**src/limit_status_params.svh**
```systemverilog
/*
 * Constants for the limit status and sampling configuration block:
 * register offsets, writable masks, reset values, field positions and
 * sampling times.
 * Assumes the includer is compiled with a 50 MHz clock.
 */
// Behaviour
// Sticky under-limit flags on bits 7, 6, 0
// Summary under-limit bit follows any flag
// Read clears flags; summary clears once healthy
// Under-limit flags hold until read
// Alert on unmasked flag after queue count
// Critical flags set at or above limit
// Reading critical flags never clears them
// Critical flag self-clears below limit minus hysteresis
// Critical summary clears when all flags clear
// Critical output low while any flag set
// Bit 7 routes spikes to alert or critical
// Spike alert only in comparator mode
// Supply queue depth 1 to 4 at bits 3-2
// Supply averaging select at bits 1-0
// Shunt queue depth 1 to 4 at bits 7-6
// Shunt averaging select at bits 5-4
// Shunt sampling time select at bits 3-2
// Shunt result refreshed per time times averaging
// Shunt full-scale select at bits 1-0, reset 80 mV
// Peak mask blocks spike alert only
// Unused bits read zero, writes ignored
`ifndef LIMIT_STATUS_PARAMS_SVH
`define LIMIT_STATUS_PARAMS_SVH

// ==========================================================
// Register map
`define OFS_UNDER_FLAGS   8'h36
`define OFS_SEVERE_FLAGS  8'h37
`define OFS_SUPPLY_CFG    8'h50
`define OFS_SHUNT_CFG     8'h51

// ==========================================================
// Reset values and writable masks
`define RST_FLAGS         8'h00
`define RST_SUPPLY_CFG    8'h80
`define RST_SHUNT_CFG     8'h03
`define WMASK_SUPPLY_CFG  8'h8F
`define WMASK_SHUNT_CFG   8'hFF
`define FLAG_MASK         8'hC1

// ==========================================================
// Flag bit positions (channel order shunt, supply, diode)
`define BIT_SHUNT         7
`define BIT_SUPPLY        6
`define BIT_DIODE         0

// ==========================================================
// Configuration field positions
`define BIT_SPIKE_ROUTE   7
`define SUP_QUEUE_LSB     2
`define SUP_FILTER_LSB    0
`define SHU_QUEUE_LSB     6
`define SHU_FILTER_LSB    4
`define SHU_PERIOD_LSB    2
`define SHU_RANGE_LSB     0

// ==========================================================
// Timing
`define CLK_KHZ           50000
`define SHUNT_BASE_MS     82
`define SHUNT_BASE_CYC    (`SHUNT_BASE_MS * `CLK_KHZ)

`endif

```
**src/limit_status_pkg.sv**
```systemverilog
/*
 * Types shared by the limit status block and its queue counters.
 * Assumes limit_status_params.svh is available on the include path.
 */
`default_nettype none
package limit_status_pkg;
   typedef logic [7:0] reg_byte_t;   // One register byte
   typedef logic [1:0] sel2_t;       // Two-bit select field
   typedef logic [2:0] chan_vec_t;   // Per channel: 2 shunt,1 supply,0 diode
   typedef logic [2:0] qcount_t;     // Consecutive sample count
endpackage
`default_nettype wire

```
**src/queue_if.sv**
```systemverilog
/*
 * Link between the status block and one consecutive-sample counter.
 * Assumes both ends share the single block clock.
 */
`timescale 1ns/1ns
`default_nettype none
interface queue_if;
   import limit_status_pkg::*;
   logic  sampleDone;   // Channel finished a measurement
   logic  outOfLimit;   // That measurement was out of limit
   sel2_t depthSel;     // Queue depth select, 00 means one
   logic  reached;      // Count reached on this sample
   modport owner (output sampleDone, output outOfLimit,
                  output depthSel, input reached);
   modport counter (input sampleDone, input outOfLimit,
                    input depthSel, output reached);
endinterface
`default_nettype wire

```
**src/queue_counter.sv**
```systemverilog
/*
 * Counts consecutive out-of-limit measurements of one channel and
 * signals when the programmed depth is reached.
 * Assumes sample strobes are one-cycle pulses on the block clock.
 */
`timescale 1ns/1ns
`default_nettype none
module queue_counter (
   input  wire logic clk,
   input  wire logic rst_n,
   queue_if.counter  q
);
   import limit_status_pkg::*;

   // ==========================================================
   // Counter
   qcount_t count;        // Consecutive bad samples so far
   qcount_t next_count;   // Next count
   qcount_t bumped;       // Count including this sample

   // Saturate at four; deeper counts are meaningless
   always_comb begin
      bumped = (count == 3'h4) ? count : count + 3'h1;
      next_count = count;
      if (q.sampleDone) begin
         next_count = q.outOfLimit ? bumped : 3'h0;
      end
   end

   always_ff @(posedge clk) begin
      if (!rst_n) begin
         count <= 3'h0;
      end else begin
         count <= next_count;
      end
   end

   // Depth select 00..11 means 1..4 samples
   assign q.reached = q.sampleDone && q.outOfLimit &&
                      (bumped > {1'b0, q.depthSel});
endmodule
`default_nettype wire

```
**src/limit_status.sv**
```systemverilog
/*
 * Limit status flags, critical output, spike routing and sampling
 * configuration of a current, voltage and temperature monitor.
 * Assumes the bus protocol engine outside presents one-cycle read and
 * write strobes with an address, and that comparators outside report
 * each measurement against its low, critical and release thresholds.
 */
`timescale 1ns/1ns
`default_nettype none
`include "limit_status_params.svh"
module limit_status #(
   parameter int unsigned BASE_PERIOD_CYC = `SHUNT_BASE_CYC
) (
   input  wire logic                     clk,
   input  wire logic                     rst_n,
   // Register access from the bus protocol engine
   input  wire limit_status_pkg::reg_byte_t regAddr,
   input  wire limit_status_pkg::reg_byte_t regWrData,
   input  wire logic                     regWrite,
   input  wire logic                     regRead,
   output logic [7:0]                    regRdData,
   // Per channel measurement results
   input  wire limit_status_pkg::chan_vec_t sampleDone,
   input  wire limit_status_pkg::chan_vec_t belowLow,
   input  wire limit_status_pkg::chan_vec_t atSevere,
   input  wire limit_status_pkg::chan_vec_t belowRelease,
   // Alert control from neighbouring registers
   input  wire limit_status_pkg::chan_vec_t chanMask,
   input  wire logic                     peakMask,
   input  wire logic                     alertComparator,
   input  wire logic                     spikeActive,
   // Status and pins
   output logic                          underSummary,
   output logic                          severeSummary,
   output logic                          alertOut_n,
   output logic                          overheat_out_n,
   // Configuration toward the converter
   output logic [1:0]                    supply_filter_sel,
   output logic [1:0]                    shunt_filter_sel,
   output logic [1:0]                    shunt_period_sel,
   output logic [1:0]                    shunt_fullscale_sel,
   output logic                          shuntRefresh
);
   import limit_status_pkg::*;

   // ==========================================================
   // Helpers
   // Spread a channel vector onto its flag bit positions
   function automatic reg_byte_t toFlags(input chan_vec_t v);
      reg_byte_t f;
      f = 8'h00;
      f[`BIT_SHUNT]  = v[2];
      f[`BIT_SUPPLY] = v[1];
      f[`BIT_DIODE]  = v[0];
      return f;
   endfunction

   // Averaging factor as a shift amount, 00 means one sample
   function automatic logic [2:0] avgShift(input sel2_t s);
      return {1'b0, s};
   endfunction

   // ==========================================================
   // Registers
   reg_byte_t underFlags;          // Sticky under-limit flags
   reg_byte_t severeFlags;         // Self-clearing critical flags
   reg_byte_t supplyCfg;           // Supply sampling configuration
   reg_byte_t shuntCfg;            // Shunt sampling configuration
   chan_vec_t lowNow;              // Last low comparison per channel
   reg_byte_t next_underFlags;
   reg_byte_t next_severeFlags;
   reg_byte_t next_supplyCfg;
   reg_byte_t next_shuntCfg;
   chan_vec_t next_lowNow;
   logic      next_underSummary;
   logic      next_severeSummary;
   logic      next_alertOut_n;
   logic      next_overheat_n;
   reg_byte_t next_rdData;
   chan_vec_t queueHit;            // Depth reached on this sample
   logic      readUnder;           // Read strobe on the sticky flags

   // ==========================================================
   // Queue counters, one per channel
   sel2_t depthOf [3];
   assign depthOf[2] = shuntCfg[`SHU_QUEUE_LSB +: 2];
   assign depthOf[1] = supplyCfg[`SUP_QUEUE_LSB +: 2];
   assign depthOf[0] = 2'h0;   // Diode queue depth fixed at one sample

   genvar gi;
   generate
      for (gi = 0; gi < 3; gi++) begin : gen_queue
         queue_if qi ();
         assign qi.sampleDone = sampleDone[gi];
         assign qi.outOfLimit = belowLow[gi];
         assign qi.depthSel   = depthOf[gi];
         assign queueHit[gi]  = qi.reached;
         queue_counter u_count (
            .clk   (clk),
            .rst_n (rst_n),
            .q     (qi)
         );
      end
   endgenerate

   // ==========================================================
   // Next state of status, configuration and pins
   always_comb begin
      readUnder = regRead && (regAddr == `OFS_UNDER_FLAGS);

      // Low condition as seen by the latest sample per channel
      next_lowNow = (lowNow & ~sampleDone) | (belowLow & sampleDone);

      // Read clears, but a new event in the same cycle wins
      next_underFlags = readUnder ? `RST_FLAGS : underFlags;
      next_underFlags = next_underFlags | toFlags(queueHit);

      // Summary set by any flag, cleared only once healthy
      next_underSummary = underSummary;
      if (readUnder && (next_lowNow == 3'h0)) begin
         next_underSummary = 1'b0;
      end
      if (next_underFlags != 8'h00) begin
         next_underSummary = 1'b1;
      end

      // Critical flags: set at limit, clear below release point
      // A read of the critical register has no effect here
      next_severeFlags = severeFlags;
      next_severeFlags = next_severeFlags &
                         ~toFlags(sampleDone & belowRelease);
      next_severeFlags = next_severeFlags |
                         toFlags(sampleDone & atSevere);
      next_severeSummary = (next_severeFlags != 8'h00);

      // Configuration writes; unused bits never store
      next_supplyCfg = supplyCfg;
      next_shuntCfg  = shuntCfg;
      if (regWrite && (regAddr == `OFS_SUPPLY_CFG)) begin
         next_supplyCfg = regWrData & `WMASK_SUPPLY_CFG;
      end
      if (regWrite && (regAddr == `OFS_SHUNT_CFG)) begin
         next_shuntCfg = regWrData & `WMASK_SHUNT_CFG;
      end

      // Alert from unmasked sticky flags; spike only when routed here
      next_alertOut_n = ~((next_underFlags &
                           ~toFlags(chanMask)) != 8'h00);
      if (!supplyCfg[`BIT_SPIKE_ROUTE] && spikeActive &&
          !peakMask && alertComparator) begin
         next_alertOut_n = 1'b0;
      end

      // Critical pin from any flag or a spike routed here, unmasked
      next_overheat_n = ~((next_severeFlags != 8'h00) ||
                          (supplyCfg[`BIT_SPIKE_ROUTE] &&
                           spikeActive));

      // Read data; unmapped addresses and unused bits read zero
      case (regAddr)
         `OFS_UNDER_FLAGS:  next_rdData = underFlags & `FLAG_MASK;
         `OFS_SEVERE_FLAGS: next_rdData = severeFlags & `FLAG_MASK;
         `OFS_SUPPLY_CFG:   next_rdData = supplyCfg;
         `OFS_SHUNT_CFG:    next_rdData = shuntCfg;
         default:           next_rdData = 8'h00;
      endcase
      if (!regRead) begin
         next_rdData = regRdData;
      end
   end

   // Register everything; outputs come straight from flops
   always_ff @(posedge clk) begin
      if (!rst_n) begin
         underFlags     <= `RST_FLAGS;
         severeFlags    <= `RST_FLAGS;
         supplyCfg      <= `RST_SUPPLY_CFG;
         shuntCfg       <= `RST_SHUNT_CFG;
         lowNow         <= 3'h0;
         underSummary   <= 1'b0;
         severeSummary  <= 1'b0;
         alertOut_n     <= 1'b1;
         overheat_out_n <= 1'b1;
         regRdData      <= 8'h00;
      end else begin
         underFlags     <= next_underFlags;
         severeFlags    <= next_severeFlags;
         supplyCfg      <= next_supplyCfg;
         shuntCfg       <= next_shuntCfg;
         lowNow         <= next_lowNow;
         underSummary   <= next_underSummary;
         severeSummary  <= next_severeSummary;
         alertOut_n     <= next_alertOut_n;
         overheat_out_n <= next_overheat_n;
         regRdData      <= next_rdData;
      end
   end

   // ==========================================================
   // Configuration fields toward the converter
   always_comb begin
      supply_filter_sel   = supplyCfg[`SUP_FILTER_LSB +: 2];
      shunt_filter_sel    = shuntCfg[`SHU_FILTER_LSB +: 2];
      shunt_period_sel    = shuntCfg[`SHU_PERIOD_LSB +: 2];
      shunt_fullscale_sel = shuntCfg[`SHU_RANGE_LSB +: 2];
   end

   // ==========================================================
   // Shunt refresh timer
   // The base period is counted once, then repeated a number of
   // times set by period and averaging; this keeps one wide counter
   // instead of a table of long totals.
   localparam int unsigned BASE_W = $clog2(BASE_PERIOD_CYC + 1);
   logic [BASE_W-1:0] baseCnt;       // Cycles within one base period
   logic [BASE_W-1:0] next_baseCnt;
   logic [5:0]        repCnt;        // Base periods elapsed
   logic [5:0]        next_repCnt;
   logic [5:0]        repTotal;      // Base periods per refresh
   logic [2:0]        periodShift;   // Sampling time as a shift
   logic              next_refresh;

   always_comb begin
      // 00 and 01 both give the base time, 10 double, 11 four times
      case (shunt_period_sel)
         2'h2:    periodShift = 3'h1;
         2'h3:    periodShift = 3'h2;
         default: periodShift = 3'h0;
      endcase
      repTotal = 6'h01 << (periodShift + avgShift(shunt_filter_sel));
      next_baseCnt = baseCnt + 1'b1;
      next_repCnt  = repCnt;
      next_refresh = 1'b0;
      if (baseCnt == BASE_W'(BASE_PERIOD_CYC - 1)) begin
         next_baseCnt = '0;
         next_repCnt  = repCnt + 6'h01;
         if (repCnt + 6'h01 >= repTotal) begin
            next_repCnt  = 6'h00;
            next_refresh = 1'b1;
         end
      end
   end

   always_ff @(posedge clk) begin
      if (!rst_n) begin
         baseCnt      <= '0;
         repCnt       <= 6'h00;
         shuntRefresh <= 1'b0;
      end else begin
         baseCnt      <= next_baseCnt;
         repCnt       <= next_repCnt;
         shuntRefresh <= next_refresh;
      end
   end
endmodule
`default_nettype wire

```
**config.mk**
```make
export PLATFORM = sky130hd
export DESIGN_NAME = limit_status
export DESIGN_NICKNAME = d
export VERILOG_FILES = /design/src/limit_status_pkg.sv /design/src/queue_if.sv /design/src/queue_counter.sv /design/src/limit_status.sv
export VERILOG_INCLUDE_DIRS = /design/src
export SDC_FILE = /design/constraint.sdc
export NUM_CORES = 1
export LEC_CHECK = 0
export BUFFER_PORTS_ARGS = -buffer_cell sky130_fd_sc_hd__buf_2
export CAP_MARGIN = 20
export CORE_MARGIN = 8
export CORE_UTILIZATION = 30
export CTS_BUF_LIST = sky130_fd_sc_hd__clkbuf_4 sky130_fd_sc_hd__clkbuf_8 sky130_fd_sc_hd__clkbuf_16
export CTS_CLUSTER_DIAMETER = 100
export DETAILED_ROUTE_END_ITERATION = 12
export PLACE_DENSITY_LB_ADDON = 0.15
export SLEW_MARGIN = 10
export SYNTH_ARGS = -nofsm -noshare
export SYNTH_HDL_FRONTEND = slang
export SYNTH_HIERARCHICAL = 1
export SYNTH_SLANG_ARGS = --single-unit
```
**constraint.sdc**
```tcl
create_clock -name clk -period 4.85 [get_ports clk]
set_clock_uncertainty 0.1 [all_clocks]
set_input_delay 0.7275 -clock clk [delete_from_list [all_inputs] [get_ports clk]]
set_output_delay 0.7275 -clock clk [all_outputs]
set_load 0.02 [all_outputs]
```
==> metrics.cfg <==
[synth]
synth_xor_area_share_pct = 6.84
synth_seq_cells = 77
synth_top_area_cell = dfxtp_1
synth.most_common_cell = dfxtp_1
netlist_top_cells_area = dfxtp_1, ha_1, mux2i_1
netlist.area_leader.share_pct = 40.7
yosys-top-cells-count = dfxtp_1, nor2_1, nand2_1, mux2i_1, nand3_1
synthMuxAreaShare_pct = 6.35
yosysUniqueCellTypes = 49
synthSimpleGateAreaFrac_pct = 25.5
synth_area_um2 = 3790
synth_edf_count = 0
syn_area_per_cell_um2 = 8.76
synth_warnings = 6
ys.flop_type = dfxtp_1
synth_compound_area_share_pct = 9.02
synth_top_family_by_area = simple AND/OR/NAND/NOR gates
yosysSeqAreaShare_pct = 40.7
async_reset_ff_share_pct = 0
synth-adder-area-share_pct = 7.47
syn_inst = 432

[clocking]
clk_pin_slew_ns = 0.06
ctsResizeCount = 0
cts-root-buf = clkbuf_16
cts_buffers = 9
cts.htree.levels = 3
cts_setup_buffers = 0
cts_tree = yes
clk_path_buf_depth = 2
clk_latency_ns = 0.33
clock_sinks = 77
hold_buffers = 0

[global_route]
grt_pass1_vias = 2953
grt_use_total_pct = 11.0
grt-ovfl-total = 0
antenna_found_initial = 0
grt_max_degree = 39
grt_pass1_wl_um = 14500

[floorplanning]
ioPinCount = 59
start_util_pct = 30.4
die_h_um = 128
die_w_um = 128
die_area_um2 = 16500
rows = 41
core-area_um2 = 12500

[worst_setup_path]
cp_max_fo = 6
start_kind = flop
path_class = reg -> reg
reg2reg_depth = 10
startpoint = shuntCfg[3]$_SDFFE_PN0P_
reg2reg_from = shuntCfg[3]$_SDFFE_PN0P_
crit_required_ns = 5.00
end_kind = flop
reg2reg_slack_ns = 1.37
arrival_ns = 3.63
r2r-end = repCnt[0]$_SDFFE_PN0N_

[final_layout]
nNetsFinal = 547
antenna_cells = 0
layout-drive-gt1-share_pct = 18.5
area_delta_synth_final_pct = 19.7
fill_cells = 1300

[min_path]
hp-class = reg -> reg
min_from = regRdData[5]$_SDFFE_PN0P_
hold_path_end = regRdData[5]$_SDFFE_PN0P_
hold_depth = 2

[power]
swShare_pct = 21.8
p_int_uw = 1150
p_switching_uw = 321
pwr-share-seq_pct = 44.5
comb_power_share_pct = 6.7
leakage_uw = 0.00198
ir_worst_vdd_mv = 0.143
clkPwrFrac_pct = 48.8
power.density_nw_per_um2 = 325

[outcome]
status = finished, final reports clean

[route]
drt-vias-per-instance = 4.60
vias = 3053
drtIter0Drc = 144
wl_um = 8850
ant_nets = 0
first_pass_iters = 5
wl_per_cell_um = 13.3
drc = 0

[sta]
hold_violations = 0
final_max_slew_viol_count = 0
worst_pin_slew_ns = 0.889
grt_setup_unrepaired = no
min_period_ns = 3.48
setup_viol = 0
hold_slack_ns = 0.354
fmaxAchievable_mhz = 287
slew_headroom_pct = 40.7
setup-tns-final_ns = 0
finalCritPeriodShare_pct = 71.8

[placement]
hpwl_um = 6680
io_buffers = 58
place.gp.congestion = 0.734

[job]
max_cap_violations = 0

## per-layer routing
layer  track usage, %  wire length, um
met1             13.5             4280
met2             17.9             3930
met3             4.10              557
met4             2.94               83
met5                0                0
## critical path: stages, from the launching register on
cell and delay (ns):
dfxtp_1 0.33, nor2b_1 0.14, ha_1 0.19, fa_1 0.58
or3b_2 0.47, ha_1 0.30, a21o_1 0.18, a31oi_1 0.13
o21ai_0 0.23, or4_1 0.53, o31ai_1 0.21
## power groups by stage
stage	combinational, uW	clock [uW]	sequential (uW)
2_1_floorplan	53.8	0	671
3_3_place_gp	98.4	0	669
3_5_place_dp	99.8	0	670
4_1_cts	100	748	656
5_1_grt	112	777	657
6_report	98.6	719	656
## through the flow
stage               utilization [%]  std cells  setup WS, ns  power [uW]  cell area (um2)
floorplan                         -        433          1.66         725             3790
global placement               33.8        648          1.45         768             4210
detailed placement             33.8        648          1.38         769             4210
CTS                            36.4        663          1.36        1500             4530
global route                   36.4        663          1.17        1550             4530
finish                         36.4        663          1.37        1470             4530
## worst max path at each step
stage	end	slack, ns	cells past startpoint
floorplan	repCnt[0]$_SDFFE_PN0N_	1.66	10
global placement	repCnt[0]$_SDFFE_PN0N_	1.45	10
detailed placement	repCnt[0]$_SDFFE_PN0N_	1.38	10
CTS	repCnt[0]$_SDFFE_PN0N_	1.36	10
global route	repCnt[0]$_SDFFE_PN0N_	1.17	10
finish	repCnt[0]$_SDFFE_PN0N_	1.37	10
## cells in the final DEF, fill, tap and decap left out, types with 7 or more instances in the layout
master	n
a21oi_1	16
and3_1	10
buf_2	58
clkbuf_16	9
dfxtp_1	77
ha_1	21
inv_1	15
mux2i_1	24
nand2_1	49
nand3_1	23
nand3b_1	10
nor2_1	57
o21ai_0	13
xnor2_1	7
xor2_1	17
## kinds of logic (layout without fill, tap and decap cells)
family / count (synthesis) / count (layout)
AND/OR/NAND/NOR: 193 / 193
flip-flops: 77 / 77
AO/OA/AOI/OAI: 56 / 56
XOR/XNOR: 27 / 27
other: 1 / 2
multiplexers: 24 / 24
adder cells (fa/ha/maj): 22 / 22
buffers and inverters: 32 / 90
## flip-flops by register name, indices dropped and copies added, names as in the netlist
name / cells
overheat_out_n: 1
gen_queue.u_count/count: 9
repCnt: 6
shuntCfg: 8
underSummary: 1
shuntRefresh: 1
lowNow: 3
alertOut_n: 1
supplyCfg: 5
baseCnt: 22
severeSummary: 1
underFlags: 8
regRdData: 8
severeFlags: 3
## final cells by class
cell class / instances / area, um2 / share of cell area [%]
multi-input cells: 324 / 2100 / 46.2
flip-flops and latches: 77 / 1540 / 34.0
repair buffers: 60 / 305 / 6.73
clock buffers: 11 / 246 / 5.44
well taps: 172 / 215 / 4.75
clock inverters: 4 / 72.6 / 1.60
inverters: 15 / 56.3 / 1.24
Note: power is estimated with default switching activity, not from simulation.
